$ cat src/pkg/cism_defines.svh
/*
 * Register offsets, field positions, reset values and timing counts
 * of the control I/O state monitor.
 * Assumes: included by bare name; APB byte addresses, 32-bit words.
 */
// Functional notes
// - raw view shows pin levels, unconditioned
// - inputs bits 0..16, outputs bits 0..7
// - filtered inputs after polarity and anti-chatter
// - filtered outputs after stability timer
// - filtered outputs exclude output logic inversion
// - inverted input reads opposite of raw
// - emergency stop default normally closed contact
// - emergency stop off while input on
// - input function view is conditioned vector
// - input function bit 1 when asserted
// - program start function sits at bit 5
// - output function view before output inversion
// - output function view excludes stability timer
// - output function bit 1 when detected
// - single function request returns one state
// - repeat readout runs until backspace abort; the code also ends it on a single-function request
`ifndef CISM_DEFINES_SVH
`define CISM_DEFINES_SVH

// register byte offsets
`define CISM_CTRL_OFS     8'h00
`define CISM_CMD_OFS      8'h04
`define CISM_STATUS_OFS   8'h08
`define CISM_SNAP_IN_OFS  8'h0C
`define CISM_SNAP_OUT_OFS 8'h10
`define CISM_POL_OFS      8'h14
`define CISM_CHAT_OFS     8'h18
`define CISM_STAB_OFS     8'h1C
`define CISM_INV_OFS      8'h20

// control fields: view select, single-function code
`define CISM_CTRL_VIEW_LSB  0
`define CISM_CTRL_VIEW_MSB  1
`define CISM_CTRL_CODE_LSB  4
`define CISM_CTRL_CODE_MSB  8
// command fields
`define CISM_CMD_REPEAT_BIT 0
`define CISM_CMD_SINGLE_BIT 1
`define CISM_CMD_ABORT_BIT  2

// reset values: emergency stop input inverted (normally closed)
`define CISM_POL_RESET  17'h00001
`define CISM_CHAT_RESET 8'h04
`define CISM_STAB_RESET 8'h04
`define CISM_INV_RESET  8'h00

// filter time unit and clock
`define CISM_CLK_NS   4
`define CISM_TICK_NS  1000
`define CISM_TICK_CYC (`CISM_TICK_NS / `CISM_CLK_NS)

`endif

$ cat src/pkg/cism_pkg.sv
/*
 * Types of the control I/O state monitor.
 * Assumes: used as cism_pkg::name, never imported.
 */
package cism_pkg;
    // monitor view select
    typedef enum logic [1:0] {
        CISM_VIEW_RAW  = 2'h0,
        CISM_VIEW_FILT = 2'h1,
        CISM_VIEW_IFN  = 2'h2,
        CISM_VIEW_OFN  = 2'h3
    } cism_view_t;
    // monitor sequencer, one-hot
    typedef enum logic [1:0] {
        CISM_ST_PROMPT  = 2'b01,
        CISM_ST_REFRESH = 2'b10
    } cism_state_t;
endpackage

$ cat src/cism_top.sv
/*
 * Control I/O state monitor: input polarity and anti-chatter filter,
 * output stability timer and logic inversion, four monitor views and
 * a single-function view captured into snapshot registers over APB.
 * Assumes: one 250 MHz clock, synchronous active-high reset, pins
 * asynchronous, output conditions from logic on the same clock.
 */
`include "cism_defines.svh"
`timescale 1ns/10ps
`default_nettype none

module cism_top #(
    parameter int N_IN    = 17,
    parameter int N_OUT   = 8,
    parameter int N_OFUNC = 10,
    parameter int TW      = 8
) (
    input  wire logic               clock,
    input  wire logic               reset,
    input  wire logic               psel,
    input  wire logic               penable,
    input  wire logic               pwrite,
    input  wire logic [7:0]         paddr,
    input  wire logic [31:0]        pwdata,
    output logic      [31:0]        prdata,
    output logic                    pready,
    output logic                    pslverr,
    input  wire logic [N_IN-1:0]    control_in_pin,
    input  wire logic [N_OFUNC-1:0] out_func_cond,
    output logic      [N_OUT-1:0]   control_out_pin,
    output logic      [15:0]        in_func_state
);
    // refuse sizes the views cannot carry
    if (N_IN < 17 || N_IN > 32 || N_OUT > N_OFUNC || N_OFUNC > 16 || TW < 1)
        $error("cism_top: unsupported size parameters");

    localparam int TICKW = 16;
    localparam logic [TICKW-1:0] TICK_LAST = TICKW'(`CISM_TICK_CYC - 1);

    // pin synchroniser, first stage read only by second
    logic [N_IN-1:0] sync1_reg;
    logic [N_IN-1:0] sync2_reg;
    always_ff @(posedge clock) begin
        if (reset) begin
            sync1_reg <= '0;
            sync2_reg <= '0;
        end else begin
            sync1_reg <= control_in_pin;
            sync2_reg <= sync1_reg;
        end
    end

    // filter time base
    logic [TICKW-1:0] tick_cnt_reg;
    logic [TICKW-1:0] tick_cnt_next;
    logic             tick;
    always_comb begin
        tick          = (tick_cnt_reg == TICK_LAST);
        tick_cnt_next = tick ? '0 : tick_cnt_reg + 1'b1;
    end
    always_ff @(posedge clock) begin
        if (reset) tick_cnt_reg <= '0;
        else tick_cnt_reg <= tick_cnt_next;
    end

    // software settings
    logic [N_IN-1:0]  pol_reg, pol_next;
    logic [TW-1:0]    chat_reg, chat_next;
    logic [TW-1:0]    stab_reg, stab_next;
    logic [N_OUT-1:0] inv_reg, inv_next;
    logic [1:0]       view_reg, view_next;
    logic [4:0]       code_reg, code_next;
    logic             wr_en;
    logic             rd_setup;
    logic             hit;
    assign wr_en    = psel && penable && pwrite;
    assign rd_setup = psel && !penable;

    // polarity applied before filtering
    logic [N_IN-1:0] pol_in;
    assign pol_in = sync2_reg ^ pol_reg;

    // per-input anti-chatter filter
    logic [TW-1:0] icnt_reg  [N_IN];
    logic [TW-1:0] icnt_next [N_IN];
    logic          ifil_reg  [N_IN];
    logic          ifil_next [N_IN];
    logic [N_IN-1:0] filt_vec;
    for (genvar i = 0; i < N_IN; i++) begin : g_in
        always_comb begin
            icnt_next[i] = '0;
            ifil_next[i] = ifil_reg[i];
            if (pol_in[i] != ifil_reg[i]) begin
                if (icnt_reg[i] >= chat_reg) begin
                    ifil_next[i] = pol_in[i];
                end else if (tick) begin
                    icnt_next[i] = icnt_reg[i] + 1'b1;
                end else begin
                    icnt_next[i] = icnt_reg[i];
                end
            end
        end
        always_ff @(posedge clock) begin
            if (reset) begin
                icnt_reg[i] <= '0;
                ifil_reg[i] <= 1'b0;
            end else begin
                icnt_reg[i] <= icnt_next[i];
                ifil_reg[i] <= ifil_next[i];
            end
        end
        assign filt_vec[i] = ifil_reg[i];
    end
    assign in_func_state = filt_vec[15:0];

    // per-output stability timer, then logic inversion to pins
    logic [TW-1:0] ocnt_reg  [N_OUT];
    logic [TW-1:0] ocnt_next [N_OUT];
    logic          ostb_reg  [N_OUT];
    logic          ostb_next [N_OUT];
    logic [N_OUT-1:0] stab_vec;
    for (genvar j = 0; j < N_OUT; j++) begin : g_out
        always_comb begin
            ocnt_next[j] = '0;
            ostb_next[j] = ostb_reg[j];
            if (out_func_cond[j] != ostb_reg[j]) begin
                if (ocnt_reg[j] >= stab_reg) begin
                    ostb_next[j] = out_func_cond[j];
                end else if (tick) begin
                    ocnt_next[j] = ocnt_reg[j] + 1'b1;
                end else begin
                    ocnt_next[j] = ocnt_reg[j];
                end
            end
        end
        always_ff @(posedge clock) begin
            if (reset) begin
                ocnt_reg[j] <= '0;
                ostb_reg[j] <= 1'b0;
            end else begin
                ocnt_reg[j] <= ocnt_next[j];
                ostb_reg[j] <= ostb_next[j];
            end
        end
        assign stab_vec[j] = ostb_reg[j];
    end
    always_ff @(posedge clock) begin
        if (reset) control_out_pin <= '0;
        else control_out_pin <= stab_vec ^ inv_reg;
    end

    // view multiplexer, every bit from the same cycle
    logic [15:0] ofn_ext;
    logic [31:0] view_in;
    logic [31:0] view_out;
    logic        single_bit;
    assign ofn_ext = 16'(out_func_cond);
    always_comb begin
        view_in  = 32'h0000_0000;
        view_out = 32'h0000_0000;
        case (cism_pkg::cism_view_t'(view_reg))
            cism_pkg::CISM_VIEW_RAW: begin
                view_in[N_IN-1:0]   = sync2_reg;
                view_out[N_OUT-1:0] = control_out_pin;
            end
            cism_pkg::CISM_VIEW_FILT: begin
                view_in[N_IN-1:0]   = filt_vec;
                view_out[N_OUT-1:0] = stab_vec;
            end
            cism_pkg::CISM_VIEW_IFN: view_in[15:0] = filt_vec[15:0];
            default: view_out[15:0] = ofn_ext;
        endcase
        // single function: inputs conditioned, outputs before timer
        single_bit = code_reg[4] ? ofn_ext[code_reg[3:0]] : filt_vec[code_reg[3:0]];
    end

    // monitor sequencer and snapshot registers
    cism_pkg::cism_state_t st_reg, st_next;
    logic [31:0] snap_in_reg, snap_in_next;
    logic [31:0] snap_out_reg, snap_out_next;
    logic        valid_reg, valid_next;
    logic        cmd_wr, go_rep, go_one, abort, rep_only;
    assign cmd_wr = wr_en && (paddr == `CISM_CMD_OFS);
    assign rep_only = go_rep && !go_one && !abort; // repeat start not overridden
    assign go_rep = cmd_wr && pwdata[`CISM_CMD_REPEAT_BIT];
    assign go_one = cmd_wr && pwdata[`CISM_CMD_SINGLE_BIT];
    assign abort  = cmd_wr && pwdata[`CISM_CMD_ABORT_BIT];
    always_comb begin
        st_next       = st_reg;
        snap_in_next  = snap_in_reg;
        snap_out_next = snap_out_reg;
        valid_next    = valid_reg;
        if (abort) begin
            st_next = cism_pkg::CISM_ST_PROMPT;
        end else if (go_one) begin
            st_next       = cism_pkg::CISM_ST_PROMPT;
            snap_in_next  = {31'h0000_0000, single_bit};
            snap_out_next = 32'h0000_0000;
            valid_next    = 1'b1;
        end else if (go_rep || (st_reg == cism_pkg::CISM_ST_REFRESH && tick)) begin
            st_next       = cism_pkg::CISM_ST_REFRESH;
            snap_in_next  = view_in;
            snap_out_next = view_out;
            valid_next    = 1'b1;
        end
    end
    always_ff @(posedge clock) begin
        if (reset) begin
            st_reg       <= cism_pkg::CISM_ST_PROMPT;
            snap_in_reg  <= 32'h0000_0000;
            snap_out_reg <= 32'h0000_0000;
            valid_reg    <= 1'b0;
        end else begin
            st_reg       <= st_next;
            snap_in_reg  <= snap_in_next;
            snap_out_reg <= snap_out_next;
            valid_reg    <= valid_next;
        end
    end

    // setting register writes
    always_comb begin
        pol_next  = pol_reg;
        chat_next = chat_reg;
        stab_next = stab_reg;
        inv_next  = inv_reg;
        view_next = view_reg;
        code_next = code_reg;
        if (wr_en && paddr == `CISM_CTRL_OFS) begin
            view_next = pwdata[`CISM_CTRL_VIEW_MSB:`CISM_CTRL_VIEW_LSB];
            code_next = pwdata[`CISM_CTRL_CODE_MSB:`CISM_CTRL_CODE_LSB];
        end else if (wr_en && paddr == `CISM_POL_OFS) begin
            pol_next = pwdata[N_IN-1:0];
        end else if (wr_en && paddr == `CISM_CHAT_OFS) begin
            chat_next = pwdata[TW-1:0];
        end else if (wr_en && paddr == `CISM_STAB_OFS) begin
            stab_next = pwdata[TW-1:0];
        end else if (wr_en && paddr == `CISM_INV_OFS) begin
            inv_next = pwdata[N_OUT-1:0];
        end
    end
    always_ff @(posedge clock) begin
        if (reset) begin
            pol_reg  <= N_IN'(`CISM_POL_RESET);
            chat_reg <= TW'(`CISM_CHAT_RESET);
            stab_reg <= TW'(`CISM_STAB_RESET);
            inv_reg  <= N_OUT'(`CISM_INV_RESET);
            view_reg <= 2'h0;
            code_reg <= 5'h00;
        end else begin
            pol_reg  <= pol_next;
            chat_reg <= chat_next;
            stab_reg <= stab_next;
            inv_reg  <= inv_next;
            view_reg <= view_next;
            code_reg <= code_next;
        end
    end

    // read data prepared in the setup cycle
    logic [31:0] rd_mux;
    always_comb begin
        rd_mux = 32'h0000_0000;
        hit    = 1'b1;
        if (paddr == `CISM_CTRL_OFS) begin
            rd_mux[`CISM_CTRL_VIEW_MSB:`CISM_CTRL_VIEW_LSB] = view_reg;
            rd_mux[`CISM_CTRL_CODE_MSB:`CISM_CTRL_CODE_LSB] = code_reg;
        end else if (paddr == `CISM_CMD_OFS) begin
            rd_mux = 32'h0000_0000;
        end else if (paddr == `CISM_STATUS_OFS) begin
            rd_mux[0] = (st_reg == cism_pkg::CISM_ST_REFRESH);
            rd_mux[1] = valid_reg;
        end else if (paddr == `CISM_SNAP_IN_OFS) begin
            rd_mux = snap_in_reg;
        end else if (paddr == `CISM_SNAP_OUT_OFS) begin
            rd_mux = snap_out_reg;
        end else if (paddr == `CISM_POL_OFS) begin
            rd_mux[N_IN-1:0] = pol_reg;
        end else if (paddr == `CISM_CHAT_OFS) begin
            rd_mux[TW-1:0] = chat_reg;
        end else if (paddr == `CISM_STAB_OFS) begin
            rd_mux[TW-1:0] = stab_reg;
        end else if (paddr == `CISM_INV_OFS) begin
            rd_mux[N_OUT-1:0] = inv_reg;
        end else begin
            hit = 1'b0;
        end
    end
    always_ff @(posedge clock) begin
        if (reset) prdata <= 32'h0000_0000;
        else if (rd_setup) prdata <= rd_mux;
    end
    assign pready  = 1'b1; // zero wait states
    assign pslverr = psel && penable && !hit;

    // checks
    a_raw_in_view: assert property (@(posedge clock) disable iff (reset)
        rep_only && view_reg == 2'h0 |=> snap_in_reg[N_IN-1:0] == $past(sync2_reg))
        else $error("raw view not captured from pins");
    a_out_row_hi: assert property (@(posedge clock) disable iff (reset)
        rep_only && view_reg < 2'h2 |=> snap_out_reg[31:N_OUT] == '0)
        else $error("output row above bit 7 not zero");
    a_filt_toward_pol: assert property (@(posedge clock) disable iff (reset)
        ((filt_vec ^ $past(filt_vec)) & (filt_vec ^ $past(pol_in))) == '0)
        else $error("filtered input moved against polarity");
    a_emergency_stop_in_default: assert property (@(posedge clock) disable iff (reset)
        $past(reset) |-> pol_reg[0] == 1'b1)
        else $error("emergency stop not normally closed at reset");
    a_pin_invert: assert property (@(posedge clock) disable iff (reset)
        !$past(reset) |-> control_out_pin == $past(stab_vec ^ inv_reg))
        else $error("output pin not stable value with inversion");
    a_ifn_run_bit: assert property (@(posedge clock) disable iff (reset)
        rep_only && view_reg == 2'h2 |=> snap_in_reg[5] == $past(filt_vec[5]))
        else $error("program start bit wrong in function view");
    a_ofn_view: assert property (@(posedge clock) disable iff (reset)
        rep_only && view_reg == 2'h3 |=> snap_out_reg[15:0] == $past(ofn_ext))
        else $error("output function view not raw conditions");
    a_single_func: assert property (@(posedge clock) disable iff (reset)
        go_one && !abort |=> snap_in_reg == {31'h0000_0000, $past(single_bit)})
        else $error("single function snapshot wrong");
    a_abort_stop: assert property (@(posedge clock) disable iff (reset)
        abort |=> st_reg == cism_pkg::CISM_ST_PROMPT ##1 $stable(snap_in_reg))
        else $error("refresh continued after abort");
    a_in_reserved: assert property (@(posedge clock) disable iff (reset)
        snap_in_reg[31:N_IN] == '0)
        else $error("reserved input view bits not zero");

endmodule

`default_nettype wire

$ cat config.mk
export PLATFORM = sky130hd
export DESIGN_NAME = cism_top
export DESIGN_NICKNAME = d
export VERILOG_FILES = /design/src/pkg/cism_pkg.sv /design/src/cism_top.sv
export VERILOG_INCLUDE_DIRS = /design/src /design/src/pkg
export SDC_FILE = /design/constraint.sdc
export NUM_CORES = 1
export LEC_CHECK = 0
export BUFFER_PORTS_ARGS = -buffer_cell sky130_fd_sc_hd__buf_4
export CORE_MARGIN = 10
export CORE_UTILIZATION = 65
export DETAILED_ROUTE_END_ITERATION = 8
export MAX_ROUTING_LAYER = met4
export PLACE_DENSITY = 0.91
export SETUP_SLACK_MARGIN = 0.5
export SYNTH_ARGS = -nofsm -noshare
export SYNTH_HDL_FRONTEND = slang
export SYNTH_SLANG_ARGS = --single-unit
$ cat constraint.sdc
create_clock -name clock -period 6.39 [get_ports clock]
set_input_delay 1.278 -clock clock [delete_from_list [all_inputs] [get_ports clock]]
set_output_delay 1.278 -clock clock [all_outputs]
set_load 0.01 [all_outputs]
After elaboration in Yosys (flattened, before gate mapping)
Memories as Yosys holds them, arrays and structs flattened.
Cells that the tools add are included.
{ "totals": {"reg_bits": 205, "ram_bits": 225, "inputBits": 72, "output_inout_bits": 58, "elab_cells": 412, "n_memories": 4} }
{ "memory_table": {"columns": ["memory", "words", "width", "rd", "rd_clocked_by_memory_dff", "write_ports", "line", "rtl"], "rows": [
  ["icnt_reg", 17, 8, 17, 0, 17, "cism_top.sv:84", "logic [TW-1:0] icnt_reg [N_IN];"],
  ["ocnt_reg", 8, 8, 8, 0, 8, "cism_top.sv:117", "logic [TW-1:0] ocnt_reg [N_OUT];"],
  ["ifil_reg", 17, 1, 17, 0, 17, "cism_top.sv:86", "logic ifil_reg [N_IN];"],
  ["ostb_reg", 8, 1, 8, 0, 8, "cism_top.sv:119", "logic ostb_reg [N_OUT];"]
]} }
{ "op_classes": {"addsub": 26, "magnitude_cmp": 27, "n_eq_ne": 37, "mux": 217, "n_bitwise": 57, "reduce_logical": 29} }
{ "op_table": {"columns": ["op", "count"], "rows": [
  ["$mux 8", 104],
  ["$add 8x1->8 const B", 25],
  ["$ge 8x8->1", 25],
  ["$mux 32", 6],
  ["$mux 1", 92],
  ["$or 1x1->1", 50],
  ["$eq 8x5->1 const B", 4],
  ["$pmux 16 s2", 1],
  ["$mux 30", 1],
  ["$ne 1x1->1", 25],
  ["$pmux 8 s3", 1],
  ["$mux 23", 1],
  ["$mux 17", 1],
  ["$xor 17x17->17", 1],
  ["$add 16x1->16 const B", 1],
  ["$eq 16x8->1 const B", 1],
  ["$eq 8x4->1 const B", 2],
  ["$mux 15", 1],
  ["$logic_and 1x1->1", 14],
  ["$mux 9", 1],
  ["$bmux 1 s4", 2],
  ["$eq 8x3->1 const B", 1],
  ["$eq 8x6->1 const B", 1],
  ["$logic_not 8->1", 1],
  ["other kinds (19)", 31]
]} }

Logic depth before layout (Yosys ltp)
{ "depth": {"word_depth": 12, "ltp_mapped": 10} }

Worst setup path after synthesis
No wires, ideal clock.
{ "synth_timing": {"path_type": "input to output", "from": "input paddr[5]", "to": "output pslverr", "t_arrival_ns": 2.601, "required_ns": 5.112, "slack_ns": 2.511, "stages": 4, "path_cell_list": "or4_1 > nor3_1 > buf_2 > nor4_1"} }
{ "synth_via": {"elab_chain_cells": 12, "elab_cells_between_ends": 20, "cone_classes": "eq/ne (8); mux (9); reduce/logical (3)"} }
{ "synth_lines": {"columns": ["item", "line", "rtl"], "rows": [
  ["from (decl)", "cism_top.sv:23", "input wire logic [7:0] paddr,"],
  ["$eq 8x6->1 (no line)", null, null],
  ["$mux 1", "cism_top.sv:283", "end else if (paddr == `CISM_INV_OFS) begin"],
  ["$mux 1", "cism_top.sv:281", "end else if (paddr == `CISM_STAB_OFS) begin"],
  ["$mux 1", "cism_top.sv:279", "end else if (paddr == `CISM_CHAT_OFS) begin"],
  ["$mux 1", "cism_top.sv:277", "end else if (paddr == `CISM_POL_OFS) begin"],
  ["$mux 1", "cism_top.sv:275", "end else if (paddr == `CISM_SNAP_OUT_OFS) begin"],
  ["$mux 1", "cism_top.sv:273", "end else if (paddr == `CISM_SNAP_IN_OFS) begin"],
  ["$mux 1", "cism_top.sv:270", "end else if (paddr == `CISM_STATUS_OFS) begin"],
  ["$mux 1", "cism_top.sv:268", "end else if (paddr == `CISM_CMD_OFS) begin"],
  ["$mux 1 (*)", "cism_top.sv:265", "if (paddr == `CISM_CTRL_OFS) begin"],
  ["$logic_not 1->1 (*)", "cism_top.sv:294", "assign pslverr = psel && penable && !hit;"],
  ["$logic_and 1x1->1 (*)", "cism_top.sv:294", null],
  ["to (decl)", "cism_top.sv:27", "output logic pslverr,"]
]} }
Every way passes the cells marked *; elsewhere a longest branch is shown, timed or not.

Worst setup path in the final report
{ "layout_timing": {"from": "input paddr[2]", "to": "output pslverr"} }
Same word-level chain as after synthesis.

==> metrics <==
outcome=finished, final reports clean; post-route ant nets=0; sw power=1080 uW; vias in the first global route=18.5k; register area share after synthesis=36.6%; largest area contributor in the netlist=dfxtp_1; TritonCTS Buffers=39; Cells after Synth=2382; Least-Margin Pin Slew=1.24 ns; MaxCap Viol Count=0; Final Max Tran Viols=0; Buf+Inv Stages, Crit Path=2; setup TNS=0 ns; setup ws final=2.43 ns; Leakage=0.00922 uW; global route overflow=0; max reg flops=136; TritonCTS Sinks=378; first-pass GRT wire length=93200 um; number of flops mapped to enable cells by yosys=0; Layout Skew=0.0278 ns; arrival time at the worst endpoint=2.68 ns; Slew HR=17.1%; FFs w/ async S/R, synth=0%; IO Count=130; cell breakdown of the critical path=buf_4, or2_2, nand2b_1, nor4_1, nor4_1, buf_4; Critical Path End Type=primary output; WL/cell=20.3 um; Placer Congestion=0.979; Seq cells post-synth=378; crit-path max cell delay=0.35 ns; clk root buf=clkbuf_16; initial DRC count=1867; part of the power in registers=49.2%; hpwl dp=37800 um; worst skew pair latency=0.55 ns; CP max stage cell=nand2b_1; Die W=198 um; synthesized area=0.0207 mm2; combinational power share=3.3%; maximum number of pins on one net before global-route repair=135; Port Buffer Count=98; synth unique cells=62; DIE HEIGHT=198 um; Worst Path Required=5.11 ns; DRC errors left=0; pre-CTS WS=2.35 ns; top cells by area, synth=dfxtp_1 37%, ha_1 14%, xor2_1 6.6%; RSZ-0062 raised after global routing=false; FP Rows=65; initial antenna violation count=1; Int Power=3760 uW; Initial Util=65.7%; clk buf depth=3; Nets=2725; via count=18.2k; CTS tree=done; synth warn=0; Max Fclk=252 MHz; # setup viols final=0; Avg Cell Area, Syn=8.68 um2; Hold Vio Cnt, Final=0; DIE AREA=0.0393 mm2; share of cells above drive strength 1=7.55%; # Post-CTS Setup Buffers=0; H-tree depth=2; Total GRT Usage=29.7%; VDD IR max=215 uV; top cell family by delay on the critical path=simple AND/OR/NAND/NOR gates; Hold Path Class=flop to flop; min Tclk post-route=3.96 ns; Crit Path Max Fanout=23; post_cts resized=0; hold_buf cts=0; PD cells=213 mW/mm2; TritonRoute pass-1 iters=5; DRT Wirelength=58000 um; Tcrit/Tclk final=62.0%; CTS clk-pin slew, worst paths=0.06 ns; core footprint=0.0315 mm2; area fraction of the dominant cell type after synthesis=36.6%; critical path type=input pin to primary output; switching share of power=22.3%; clock network power share=47.6%; area growth from synthesis to layout=9.71%; Vias/cell=6.39; ys flop type=dfxtp_1; CP startpoint kind=input pin
power groups by stage:
stage / registers (uW) / clock network [uW] / logic (uW)
2_1_floorplan: 2430 / 0 / 90.7
3_3_place_gp: 2430 / 0 / 149
3_5_place_dp: 2430 / 0 / 152
4_1_cts: 2380 / 2300 / 154
5_1_grt: 2380 / 2390 / 169
6_report: 2380 / 2300 / 160
stage by stage:
| step | cells | total power [uW] | instance area, um2 | hold slack, ns | util [%] |
|---|---|---|---|---|---|
| after detailed placement | 2783 | 2580 | 21400 | 0.422 | 68.0 |
| after CTS | 2853 | 4830 | 22700 | 0.437 | 72.1 |
| final | 2854 | 4840 | 22700 | 0.437 | 72.1 |
| after global placement | 2783 | 2580 | 21400 | 0.422 | 68.0 |
| after global routing | 2854 | 4940 | 22700 | 0.455 | 72.1 |
| after floorplan | 2396 | 2520 | 20700 | 0.414 | - |
worst reg2reg max path, delay by kind of cell (launching register included):
family,cells,cell delay [ns]
compound gates,3,1.38
buf+inv,1,0.78
simple gates,2,0.42
fa+ha+maj,1,0.41
flops,1,0.33
area by class of cell:
cell class	count	area [um2]
well taps	402	503
flip-flops and latches	378	7570
diodes	1	2.50
inverters	68	255
fillers	2007	8790
clock buffers	57	1110
repair buffers	107	816
multi-input cells	1828	12300
clock inverters	13	151
placed cells by master (no fill, tap or decap), drive strengths merged, types with 10 or more instances in the layout:
cell,synthesis,layout
o21a,12,12
dfxtp,378,378
o211ai,10,10
a22oi,45,45
nand4,70,70
ha,231,231
or3,46,46
a21o,41,41
nand2b,36,36
xor2,155,155
o21ai,35,35
buf,61,107
nor2b,38,38
o31ai,12,12
conb,2,16
nor2,298,298
inv,68,71
nand2,279,279
a211o,14,14
nand3,61,61
mux2i,19,19
and3,23,23
a2111oi,16,16
a21oi,185,185
clkbuf,60,57
and4,19,19
o22ai,11,11
xnor2,82,82
cell usage after synthesis, drive strengths merged, types with 4 or more instances:
cell type	number
nand4	70
nand3	61
a2111oi	16
xor2	155
and3	23
nand2	279
o211a	8
nor2	298
a21oi	185
mux2i	19
nand2b	36
or2	4
or3	46
o211ai	10
a22oi	45
a21o	41
nor4	6
nor3	7
dfxtp	378
a2111o	4
mux4	5
buf	61
a41o	7
and4	19
ha	231
o21a	12
inv	68
o21ai	35
nor2b	38
o31ai	12
clkbuf	60
o22ai	11
a211o	14
nand4b	4
xnor2	82
final timing paths:
path | start | to | slack (ns) | cells after the start
max | paddr[2] | pslverr | 2.43 | 6
min reg2reg | sync1_reg[1]$_SDFF_PP0_ | sync2_reg[1]$_SDFF_PP0_ | 0.44 | 1
max reg2reg | chat_reg[5]$_SDFFE_PP0P_ | icnt_reg[11][3]$_SDFFE_PP0N_ | 2.99 | 7
min | sync1_reg[1]$_SDFF_PP0_ | sync2_reg[1]$_SDFF_PP0_ | 0.44 | 1
logic make-up (layout without fill, tap and decap cells):
group                      Yosys count  after routing  synth area share (%)
other                                2             17                0.0363
xor gates and xnor gates           237            237                  10.0
DFF                                378            378                  36.6
adders and majority gates          231            231                  14.0
buffers and inverters              190            245                  4.35
and+or+nand+nor                    902            902                  20.5
AOI/OAI and AO/OA                  418            418                  13.0
muxes                               24             24                  1.46
metal layers:
| layer | up-vias | global-route usage (%) | share of wire (%) |
|---|---|---|---|
| met5 | - | - | 0 |
| met4 | 0 | 16.3 | 5.9 |
| met3 | 277 | 5.77 | 9.6 |
| met2 | 979 | 47.7 | 46 |
| met1 | 8666 | 34.3 | 39 |
| li1 | 8318 | - | - |
No activity file was read; power rests on OpenSTA's default activity.
